### src/hsc_pkg.sv
// Notes on behaviour
// - small package straps pick 90h, 94h, 96h
// - two-bit field picks general pin function
// - status shows sampled general pin level
// - test bit set stops monitoring converter
// - switch bit captures on-pin, host may overwrite
// - overcurrent retry default follows filter variant
// - undervoltage retry bit, resets to one
// - overvoltage retry bit, resets to one
// - alert enables per fault, output bit
// - live status read-only, top bit switch on
// - shorted switch flag: sense high while off
// - enable bit reads one while pin low
// - power bad reads one while feedback low
// - overcurrent flag during cool-down interval
// - undervoltage low and overvoltage high flags
// - low three command bits become pointer
// - alert pulled when latched fault enabled
// - alert response returns address, releases alert
// - no re-alert until fault (or its enable) cleared and recurs
package hsc_pkg;

    // ********************
    // register map and reset values
    // ********************
    localparam logic [2:0] REG_POWER_CONTROL = 3'h0;
    localparam logic [2:0] REG_ALERT_ENABLE  = 3'h1;
    localparam logic [2:0] REG_LIVE_COND     = 3'h2;
    localparam logic [7:0] RST_ALERT_ENABLE  = 8'h00;
    localparam logic [7:0] RD_UNMAPPED       = 8'h00;

    // ********************
    // control and alert enable register fields
    // ********************
    localparam int CTL_PIN_CFG_HI = 7;
    localparam int CTL_PIN_CFG_LO = 6;
    localparam int CTL_TEST       = 5;
    localparam int CTL_BCAST_EN   = 4;
    localparam int CTL_SWITCH_ON  = 3;
    localparam int CTL_RETRY_OC   = 2;
    localparam int CTL_RETRY_UV   = 1;
    localparam int CTL_RETRY_OV   = 0;
    localparam logic [7:0] RST_CONTROL_BASE = 8'h13;
    localparam int AL_GEN_OUT  = 6;
    localparam int AL_EN_HI    = 5;
    localparam int NUM_FAULTS  = 6;

    // ********************
    // slave addresses (8-bit form, R/W bit in bit 0; alert response address in 7-bit form)
    // ********************
    localparam logic [7:0] ADDR_STRAP_LOW  = 8'h90;
    localparam logic [7:0] ADDR_STRAP_OPEN = 8'h94;
    localparam logic [7:0] ADDR_STRAP_HIGH = 8'h96;
    localparam logic [7:0] ADDR_BROADCAST  = 8'hBE;
    localparam logic [6:0] ADDR_ALERT_RESP = 7'h0C;

    // ********************
    // types
    // ********************
    typedef enum logic [1:0] {
        STRAP_LOW  = 2'b00,
        STRAP_OPEN = 2'b01,
        STRAP_HIGH = 2'b10
    } hsc_strap_type;

    typedef enum logic [1:0] {
        PIN_NOT_POWER_BAD = 2'b00,
        PIN_POWER_BAD     = 2'b01,
        PIN_GEN_OUTPUT    = 2'b10,
        PIN_GEN_INPUT     = 2'b11
    } hsc_pin_cfg_type;

    typedef enum logic [2:0] {
        ST_IDLE  = 3'b000,
        ST_ADDR  = 3'b001,
        ST_CMD   = 3'b010,
        ST_DATA  = 3'b011,
        ST_READ  = 3'b100,
        ST_ARA   = 3'b101,
        ST_SKIP  = 3'b110
    } hsc_state_type;

    // byte-level events from the serial framing engine
    typedef struct packed {
        logic       start;
        logic       stop;
        logic       byte_valid;
        logic [7:0] rx_byte;
        logic       load;
    } hsc_frame_type;

    // live analog comparator and pin levels
    typedef struct packed {
        logic sense_over_1mv;
        logic enable_pin;
        logic output_feedback_input;
        logic oc_cooldown;
        logic undervolt_input;
        logic overvolt_input;
    } hsc_sense_type;

endpackage

### src/hsc_strap_decode.sv
module hsc_strap_decode
    import hsc_pkg::*;
(
    // clock and reset
    input  wire logic          clock,
    input  wire logic          rstn,
    // strap levels
    input  wire hsc_strap_type addr_strap_pin_zero,
    input  wire hsc_strap_type addr_strap_pin_one,
    input  wire hsc_strap_type addr_strap_pin_two,
    // decoded address
    output logic [7:0]         own_addr
);

    // ********************
    // address selection
    // ********************
    logic [7:0] own_addr_r;
    logic       caught_r;
    logic [7:0] decoded;

    // only the first strap moves the address in this package
    assign decoded = (addr_strap_pin_zero == STRAP_LOW)  ? ADDR_STRAP_LOW :
                     (addr_strap_pin_zero == STRAP_HIGH) ? ADDR_STRAP_HIGH :
                     ADDR_STRAP_OPEN;

    // straps caught once, on the first edge after reset release
    always_ff @(posedge clock or negedge rstn)
    begin
        if (!rstn)
        begin
            own_addr_r <= ADDR_STRAP_OPEN;
            caught_r   <= 1'b0;
        end
        else if (!caught_r)
        begin
            own_addr_r <= decoded;
            caught_r   <= 1'b1;
        end
    end

    assign own_addr = own_addr_r;

endmodule // hsc_strap_decode

### src/hsc_alert_track.sv
module hsc_alert_track
    import hsc_pkg::*;
(
    // clock and reset
    input  wire logic                  clock,
    input  wire logic                  rstn,
    // fault and enable bits
    input  wire logic [NUM_FAULTS-1:0] fault_latched,
    input  wire logic [NUM_FAULTS-1:0] alert_en,
    // release request and alert state
    input  wire logic                  release_req,
    output logic                       alert_active
);

    // ********************
    // per-fault new-event detection
    // ********************
    logic [NUM_FAULTS-1:0] seen_r;
    logic [NUM_FAULTS-1:0] new_evt;
    logic                  alert_r;

    genvar i;
    generate
        for (i = 0; i < NUM_FAULTS; i++)
        begin : g_fault
            // a fault counts again only after its latch or its alert enable was cleared
            assign new_evt[i] = fault_latched[i] & alert_en[i] & ~seen_r[i];
            always_ff @(posedge clock or negedge rstn)
            begin
                if (!rstn)
                    seen_r[i] <= 1'b0;
                else
                    seen_r[i] <= fault_latched[i] & alert_en[i];
            end
        end
    endgenerate

    // a new event beats a release in the same cycle
    always_ff @(posedge clock or negedge rstn)
    begin
        if (!rstn)
            alert_r <= 1'b0;
        else if (|new_evt)
            alert_r <= 1'b1;
        else if (release_req)
            alert_r <= 1'b0;
    end

    assign alert_active = alert_r;

endmodule // hsc_alert_track

### src/hsc_regs.sv
module hsc_regs
    import hsc_pkg::*;
#(
    // 1 selects the long circuit-breaker filter variant
    parameter logic LONG_FILTER = 1'b0
)
(
    // clock and reset
    input  wire logic                  clock,
    input  wire logic                  rstn,
    // framing engine side
    input  wire hsc_frame_type         frame,
    output logic                       ack,
    output logic [7:0]                 tx_byte,
    // address straps
    input  wire hsc_strap_type         addr_strap_pin_zero,
    input  wire hsc_strap_type         addr_strap_pin_one,
    input  wire hsc_strap_type         addr_strap_pin_two,
    // analog and pin levels
    input  wire hsc_sense_type         sense,
    input  wire logic                  on_pin_level,
    input  wire logic                  on_debounce_done,
    input  wire logic [NUM_FAULTS-1:0] fault_latched,
    // general pin, two-way
    input  wire logic                  gpio_in,
    output logic                       gpio_out,
    output logic                       gpio_oe_n,
    // alert pin, open drain
    output logic                       alert_out,
    output logic                       alert_oe_n,
    // power path controls
    output logic                       converter_run,
    output logic                       switch_on_cmd,
    output logic                       retry_oc,
    output logic                       retry_uv,
    output logic                       retry_ov
);

    // ********************
    // declarations
    // ********************
    hsc_state_type   state_r;
    hsc_state_type   state_nxt;
    logic [2:0]      ptr_r;
    logic [7:0]      ctrl_r;
    logic [7:0]      alert_en_r;
    logic [7:0]      status_r;
    logic [7:0]      status_nxt;
    logic [7:0]      tx_byte_r;
    logic [7:0]      rd_mux;
    logic [7:0]      own_addr;
    logic [7:0]      ctrl_reset;
    logic            alert_active;
    logic            release_req;
    logic            own_match;
    logic            bcast_match;
    logic            ara_match;
    logic            addr_ack;
    logic            wr_data;
    logic            wr_ctrl;
    logic            wr_alert;
    logic            ara_done;
    hsc_pin_cfg_type pin_cfg;

    // ********************
    // submodules
    // ********************
    hsc_strap_decode u_strap (
        .clock               (clock),
        .rstn                (rstn),
        .addr_strap_pin_zero (addr_strap_pin_zero),
        .addr_strap_pin_one  (addr_strap_pin_one),
        .addr_strap_pin_two  (addr_strap_pin_two),
        .own_addr            (own_addr)
    );

    hsc_alert_track u_alert (
        .clock         (clock),
        .rstn          (rstn),
        .fault_latched (fault_latched),
        .alert_en      (alert_en_r[AL_EN_HI:0]),
        .release_req   (release_req),
        .alert_active  (alert_active)
    );

    // ********************
    // address byte decode
    // ********************
    assign own_match   = (frame.rx_byte[7:1] == own_addr[7:1]);
    // broadcast takes writes only, and only while enabled
    assign bcast_match = (frame.rx_byte == ADDR_BROADCAST) & ctrl_r[CTL_BCAST_EN];
    // answer the alert response read only while holding alert
    assign ara_match   = (frame.rx_byte[7:1] == ADDR_ALERT_RESP)
                       & frame.rx_byte[0] & alert_active;
    assign addr_ack    = own_match | bcast_match | ara_match;

    // ack is combinational, valid in the byte_valid cycle
    assign ack = frame.byte_valid & (((state_r == ST_ADDR) & addr_ack)
               | (state_r == ST_CMD) | (state_r == ST_DATA) | (state_r == ST_SKIP));

    // being addressed, or finishing the response, frees alert
    assign ara_done    = frame.stop & (state_r == ST_ARA);
    assign release_req = (frame.byte_valid & (state_r == ST_ADDR) & own_match)
                       | ara_done;

    // ********************
    // transaction sequencer
    // ********************
    always_comb
    begin
        state_nxt = state_r;
        case (state_r)
            ST_IDLE, ST_SKIP, ST_CMD, ST_DATA, ST_READ, ST_ARA:
            begin
                if (state_r == ST_CMD && frame.byte_valid)
                    state_nxt = ST_DATA;
                else if (state_r == ST_DATA && frame.byte_valid)
                    state_nxt = ST_SKIP;  // later data bytes acked, ignored
            end
            ST_ADDR:
            begin
                if (frame.byte_valid)
                begin
                    if (ara_match)
                        state_nxt = ST_ARA;
                    else if (own_match && frame.rx_byte[0])
                        state_nxt = ST_READ;
                    else if ((own_match || bcast_match) && !frame.rx_byte[0])
                        state_nxt = ST_CMD;
                    else
                        state_nxt = ST_IDLE;
                end
            end
            default:
                state_nxt = ST_IDLE;
        endcase
        // start and stop override everything else
        if (frame.start)
            state_nxt = ST_ADDR;
        else if (frame.stop)
            state_nxt = ST_IDLE;
    end

    always_ff @(posedge clock or negedge rstn)
    begin
        if (!rstn)
            state_r <= ST_IDLE;
        else
            state_r <= state_nxt;
    end

    // pointer keeps only the low three command bits
    always_ff @(posedge clock or negedge rstn)
    begin
        if (!rstn)
            ptr_r <= REG_POWER_CONTROL;
        else if (frame.byte_valid && state_r == ST_CMD)
            ptr_r <= frame.rx_byte[2:0];
    end

    // ********************
    // register writes
    // ********************
    assign wr_data  = frame.byte_valid & (state_r == ST_DATA);
    assign wr_ctrl  = wr_data & (ptr_r == REG_POWER_CONTROL);
    assign wr_alert = wr_data & (ptr_r == REG_ALERT_ENABLE);
    // the status offset has no write path at all

    // overcurrent retry default tracks the filter variant
    assign ctrl_reset = RST_CONTROL_BASE | ({7'h00, LONG_FILTER} << CTL_RETRY_OC);

    // debounce capture wins the switch bit over a host write in the same cycle; the write's other bits still land
    always_ff @(posedge clock or negedge rstn)
    begin
        if (!rstn)
            ctrl_r <= RST_CONTROL_BASE;
        else if (on_debounce_done)
            ctrl_r <= (wr_ctrl ? frame.rx_byte : ctrl_r) & ~(8'h01 << CTL_SWITCH_ON)
                    | ({7'h00, on_pin_level} << CTL_SWITCH_ON);
        else if (wr_ctrl)
            ctrl_r <= frame.rx_byte;
    end

    // the variant default is applied once after reset release
    logic ctrl_init_r;
    always_ff @(posedge clock or negedge rstn)
    begin
        if (!rstn)
            ctrl_init_r <= 1'b0;
        else
            ctrl_init_r <= 1'b1;
    end

    logic oc_retry_r;
    always_ff @(posedge clock or negedge rstn)
    begin
        if (!rstn)
            oc_retry_r <= 1'b0;
        else if (!ctrl_init_r)
            oc_retry_r <= ctrl_reset[CTL_RETRY_OC];
        else if (wr_ctrl)
            oc_retry_r <= frame.rx_byte[CTL_RETRY_OC];
    end

    // top bit is unused and always reads zero
    always_ff @(posedge clock or negedge rstn)
    begin
        if (!rstn)
            alert_en_r <= RST_ALERT_ENABLE;
        else if (wr_alert)
            alert_en_r <= {1'b0, frame.rx_byte[AL_GEN_OUT:0]};
    end

    // ********************
    // live status, resampled every cycle
    // ********************
    assign status_nxt = {
        ctrl_r[CTL_SWITCH_ON],
        gpio_in,
        sense.sense_over_1mv & ~ctrl_r[CTL_SWITCH_ON],
        ~sense.enable_pin,
        ~sense.output_feedback_input,
        sense.oc_cooldown,
        ~sense.undervolt_input,
        sense.overvolt_input
    };

    always_ff @(posedge clock or negedge rstn)
    begin
        if (!rstn)
            status_r <= 8'h00;
        else
            status_r <= status_nxt;
    end

    // ********************
    // read path
    // ********************
    // unmapped pointers read zero; fault and converter data live elsewhere
    assign rd_mux = (ptr_r == REG_POWER_CONTROL) ?
                        {ctrl_r[7:3], oc_retry_r, ctrl_r[1:0]} :
                    (ptr_r == REG_ALERT_ENABLE) ? alert_en_r :
                    (ptr_r == REG_LIVE_COND)    ? status_r : RD_UNMAPPED;

    // a word read repeats the same register since ptr holds
    always_ff @(posedge clock or negedge rstn)
    begin
        if (!rstn)
            tx_byte_r <= 8'h00;
        else if (frame.load && state_r == ST_ARA)
            tx_byte_r <= {own_addr[7:1], 1'b0};
        else if (frame.load && state_r == ST_READ)
            tx_byte_r <= rd_mux;
    end

    assign tx_byte = tx_byte_r;

    // ********************
    // general pin and power path outputs
    // ********************
    assign pin_cfg   = hsc_pin_cfg_type'({ctrl_r[CTL_PIN_CFG_LO], ctrl_r[CTL_PIN_CFG_HI]});
    // in the two power-bad modes the pin follows the live power-bad bit, so it lags the inputs a cycle
    assign gpio_out  = (pin_cfg == PIN_NOT_POWER_BAD) ? ~status_r[3] :
                       (pin_cfg == PIN_POWER_BAD)     ?  status_r[3] :
                       alert_en_r[AL_GEN_OUT];
    assign gpio_oe_n = (pin_cfg == PIN_GEN_INPUT);

    // alert pulls low while held
    assign alert_out  = 1'b0;
    assign alert_oe_n = ~alert_active;

    assign converter_run = ~ctrl_r[CTL_TEST];
    assign switch_on_cmd = ctrl_r[CTL_SWITCH_ON];
    assign retry_oc      = oc_retry_r;
    assign retry_uv      = ctrl_r[CTL_RETRY_UV];
    assign retry_ov      = ctrl_r[CTL_RETRY_OV];

endmodule // hsc_regs

### config.mk
export PLATFORM = sky130hd
export DESIGN_NAME = hsc_regs
export DESIGN_NICKNAME = d
export VERILOG_FILES = /design/src/hsc_pkg.sv /design/src/hsc_strap_decode.sv /design/src/hsc_alert_track.sv /design/src/hsc_regs.sv
export SDC_FILE = /design/constraint.sdc
export NUM_CORES = 1
export LEC_CHECK = 0
export BUFFER_PORTS_ARGS = -buffer_cell sky130_fd_sc_hd__buf_2
export CAP_MARGIN = 0
export CORE_AREA = 2 2 70 72
export CTS_CLUSTER_SIZE = 20
export DETAILED_ROUTE_END_ITERATION = 8
export DIE_AREA = 0 0 72 74
export PLACE_DENSITY = 0.84
export SLEW_MARGIN = 20
export SYNTH_ARGS = -nofsm -noshare
export SYNTH_HDL_FRONTEND = slang
export SYNTH_SLANG_ARGS = --single-unit
### constraint.sdc
create_clock -name clock -period 4.1 [get_ports clock]
set_clock_uncertainty 0.05 [all_clocks]
set_input_delay 0 -clock clock [delete_from_list [all_inputs] [get_ports clock]]
set_output_delay 0 -clock clock [all_outputs]
set_load 0.1 [all_outputs]
* After elaboration in Yosys (flattened, before gate mapping)
Index checks and enable logic that the tools add are counted.
W data, S select, Z words.
** Operators by class
- Bitwise operators :: 44
- Reduce and logical (&&, ||, !) cells :: 18
- Muxes and demuxes :: 24
- Equality and inequality tests :: 17
** Operators with widths (number)
- $mux W8 :: 8
- $and A1 B1 Y1 :: 24
- $mux W3 :: 7
- $not A1 Y1 :: 13
- $reduce_or A6 Y1 :: 2
- $eq A3 B2 Y1 const B :: 3
- $eq A3 B3 Y1 const B :: 3
- $eq A8 B8 Y1 const B :: 1
- $or A8 B4 Y8 :: 1
- $eq A7 B4 Y1 const B :: 1
- $eq A7 B7 Y1 :: 1
- $eq A3 B1 Y1 const B :: 2
- $logic_and A1 B1 Y1 :: 6
- $logic_not A3 Y1 :: 2
- $mux W1 :: 6
- $or A1 B1 Y1 :: 6
- $pmux W3 S2 :: 1
- $reduce_bool A2 Y1 :: 3
- $ne A5 B5 Y1 const B :: 1
- $eq A2 B2 Y1 const B :: 2
- $logic_not A2 Y1 :: 2
- $mux W2 :: 2
- $ne A4 B4 Y1 const B :: 1
- $eq A2 B1 Y1 const B :: 1
- 4 further kinds :: 4
** Word-level totals
- Register bits :: 54
- Output and inout bits :: 18

* Logic depth before layout (Yosys ltp)
- Depth in word-level cells :: 11
- Gate-level depth with buffers :: 6

* By module
Synthesis repeated with hierarchy kept, for this count alone.
** Unflattened totals
- Cell total of the unflattened synthesis :: 236
- Area total of the unflattened synthesis :: 2391.0 µm²
** By module, submodules not included
- hsc_regs :: instances 1, cells each 195, area an instance 1966.9 µm²
- hsc_alert_track :: instances 1, cells each 24, area an instance 264.0 µm²
- hsc_strap_decode :: instances 1, cells each 17, area an instance 160.2 µm²

* Least setup slack after synthesis
No wires, ideal clock.
- Path type :: register to output
- Start :: register (tool-made name)
- End :: output port gpio_out
- Setup slack :: 1.418 ns
- Arrival :: 2.632 ns
- Buffers on the path :: 0
- Cell stages (with the launch flop) :: 3
- Path through :: dfrtp_1 -> xor2_1 -> o21ai_0
** RTL lines
- to (decl) :: line hsc_regs.sv:26 : output logic gpio_out,

* Final worst setup path
- Start :: register state_r[0]
- End :: output port ack
** Between the ends
- Word-level cells in the longest chain between the ends :: 6
** Ends and longest elaborated chain
- from (decl) :: line hsc_regs.sv:42 : hsc_state_type state_r;
- from (signal assigned) :: line hsc_regs.sv:149 : state_r <= state_nxt;
- $eq A3 B1 Y1 :: line hsc_regs.sv:98 : assign ack = frame.byte_valid & (((state_r == ST_ADDR) & addr_ack)
- $and A1 B1 Y1 :: line hsc_regs.sv:98
- $or A1 B1 Y1 (2 in a row) :: line hsc_regs.sv:99 : | (state_r == ST_CMD) | (state_r == ST_DATA) | (state_r == ST_SKIP));
- $or A1 B1 Y1 (*) :: line hsc_regs.sv:99
- $and A1 B1 Y1 (*) :: line hsc_regs.sv:98
- to (decl) :: line hsc_regs.sv:13 : output logic ack,
Mark *: on every way between the ends. The rest lies on a longest branch, timed or not.

==> run_results.csv <==
group,metric,value,unit
floorplan,die-height,74,µm
worst_setup_path,cp_data_required_time,4050,ps
clock_network,cts_root_buffer,"clkbuf_8",
placed_design,hpwl,3490,µm
yosys,synth-seq-cells,47,
yosys,syn_area_per_cell,10.3,µm²
pwr,combPwrFrac,14.7,%
yosys,ys_async_sr_fraction,100,%
placed_design,place.gp.congestion,0.833,
sta,hold_viol_final,0,
pwr,internal_power,644,µW
global_route,grt_pass1_vias,1782,
worst_setup_path,crit_path_end_kind,"output pin",
worst_setup_path,path_max_fanout,11,
worst_setup_path,critPathKind,"flop to output pin",
drt,ant_nets,0,
yosys,synth-warning-count,0,
sta,period_needed,2590,ps
worst_setup_path,startpoint_type,"flop",
status,outcome,"complete, no violations",
sta,period_share,63.3,%
drt,wirelength,4920,µm
floorplan,dieArea,5330,µm²
yosys,syn_nets,248,
yosys,ys_seq_area_share,53.7,%
layout,nNetsFinal,320,
pwr,power.switching,248,µW
sta,whs,8.81,ps
floorplan,top_level_ports,53,
drt,num_vias,1836,
clock_network,cts_tree,"done",
yosys,synth_edf_count,0,
drt,vias_per_cell,5.40,
pwr,swShare,27.8,%
floorplan,row_count,25,
sta,final_max_slew_viol_count,0,
global_route,gr-total-overflow,0,
sta,tns,0,ps
sta,maxSlewHeadroom,42.7,%
sta,rsz0062_at_grt,"false",
job,cap_violations,0,
yosys,synth_area,2200,µm²
layout,fillerInstances,390,
global_route,grt_pass1_wl,8290,µm
drt,drtPass1Iterations,5,
pwr,leakagePower,0.00136,µW
pwr,p_seq_share,55.4,%
layout,drive_gt1_share,26.9,%
clock_network,clock_path_buffers,2,
clock_network,clock-sinks,47,
sta,worst_pin_slew,848,ps
layout,antenna_cells,0,
floorplan,fp.dieW,72,µm
pwr,power.density,318,nW/µm²
global_route,grt_max_degree,48,
floorplan,core_area,4600,µm²
worst_setup_path,worstPathArrival,2540,ps
clock_network,clkTransAtPathRegs,80,ps
drt,drc,0,
floorplan,initial_utilization,47.8,%
yosys,synth_flop_cell,"dfrtp_1",
yosys,synthCells,213,
yosys,ys_types,41,
placed_design,io_buffer_count,47,
min_path,hp-class,"input port to flop",
layout,syn_to_final_growth,27.5,%
clock_network,post_cts_resized,0,
drt,drt_first_iter_violations,139,
pwr,peakVddDrop,0.255,mV
sta,finalSetupViolations,0,
global_route,antenna_found_initial,0,
sta,fmax,386,MHz
clock_network,clkLatencyLatePin,300,ps
global_route,track_usage,20.2,%
clock_network,ctsHoldBuffers,27,
clock_network,htree_levels,2,
pwr,pwr-share-clk,29.9,%
drt,wl_per_cell,14.5,µm
clock_network,post_cts_buffers,0,
clock_network,cts_buffers,5,
-- cell type report --
| cell class | instances | area (µm²) | area share (%) |
|---|---|---|---|
| inverters | 17 | 63.8 | 2.28 |
| flip-flops and latches | 47 | 1180 | 42.1 |
| clock buffers | 5 | 68.8 | 2.46 |
| repair buffers | 74 | 508 | 18.1 |
| multi-input cells | 140 | 898 | 32.1 |
| well taps | 54 | 67.6 | 2.41 |
| clock inverters | 3 | 15.0 | 0.536 |
-- per-layer routing --
metal  GRT usage [%]  vias up  share of wire [%]
li1                -      875                  -
met1            27.5      886                 45
met2            32.8       66                 49
met3            4.34        9                4.9
met4            6.50        0                1.2
met5               0        -                  0
-- critical path, stage by stage, from the launching register on --
cell and delay [ps]:
dfrtp_1 590, nor4bb_1 730, nand3b_1 180, o2bb2ai_1 180
o2bb2ai_1 120, buf_2 440
-- Yosys cell counts, types with 3 or more instances --
cell	n	area share (%)
o22ai_1	3	0.85
o21ai_0	16	3.6
nor2_1	9	1.5
nand2b_1	10	2.8
inv_1	17	2.9
nor3_1	4	0.91
xor2_1	3	1.2
o211ai_1	5	1.7
nand2_1	28	4.8
dfrtp_1	43	49
nor2b_1	5	1.4
dfstp_2	4	4.8
clkbuf_1	4	0.68
a21oi_1	4	0.91
nand3_1	3	0.68
mux2i_1	3	1.4
a221oi_1	4	1.6
nand3b_1	4	1.4
mux2_2	15	7.7
-- worst paths after layout --
| path | start | endpoint | slack [ps] | cells past startpoint |
|---|---|---|---|---|
| max | state_r[0]$_DFFE_PN0P_ | ack | 1510 | 5 |
| min | frame[3] | alert_en_r[2]$_DFFE_PN0P_ | 9 | 2 |
| max reg2reg | ptr_r[1]$_DFFE_PN0P_ | ctrl_r[3]$_DFFE_PN0P_ | 1520 | 5 |
| min reg2reg | ctrl_r[3]$_DFFE_PN0P_ | status_r[7]$_DFF_PN0_ | 420 | 0 |
| max in group asynchronous | rstn | alert_en_r[6]$_DFFE_PN0P_ | 3420 | 2 |
| min in group asynchronous | rstn | status_r[1]$_DFF_PN0_ | 190 | 2 |
-- cells in the final DEF, fill, tap and decap left out, types with 3 or more instances in the layout --
cell type,synthesis,final
buf_2,2,46
dfrtp_1,43,43
nand2_1,28,28
dlygate4sd3_1,0,27
inv_1,17,17
o21ai_0,16,16
mux2_2,15,15
nand2b_1,10,10
nor2_1,9,9
nor2b_1,5,5
o211ai_1,5,5
clkbuf_8,0,5
nand3b_1,4,4
nor3_1,4,4
a21oi_1,4,4
a221oi_1,4,4
dfstp_2,4,4
xor2_1,3,3
nand3_1,3,3
o22ai_1,3,3
mux2i_1,3,3
clkinv_2,0,3
-- cell families after synthesis --
logic type / Yosys count / synth area share [%]
buf+inv: 26 / 5.41
simple gates: 74 / 17.6
mux: 18 / 9.05
compound gates: 43 / 12.6
other cells: 2 / 0.342
xor+xnor: 3 / 1.20
flops: 47 / 53.7
-- power by group through the flow --
stage	clock [µW]	sequential, µW	combinational (µW)
5_1_grt	292	497	142
3_3_place_gp	0	502	109
4_1_cts	274	494	131
3_5_place_dp	0	503	111
6_report	267	494	131
2_1_floorplan	0	512	62.2
-- stage by stage --
step	cells	cell area (µm²)	setup slack, ps	total power (µW)	util [%]
6_report	340	2800	1510	893	61.0
2_1_floorplan	213	2200	1420	574	-
3_3_place_gp	305	2450	1960	611	53.2
3_5_place_dp	305	2450	1940	614	53.2
4_1_cts	340	2800	1540	900	60.9
5_1_grt	340	2800	1330	931	61.0
No activity file was read; power rests on OpenSTA's default activity.
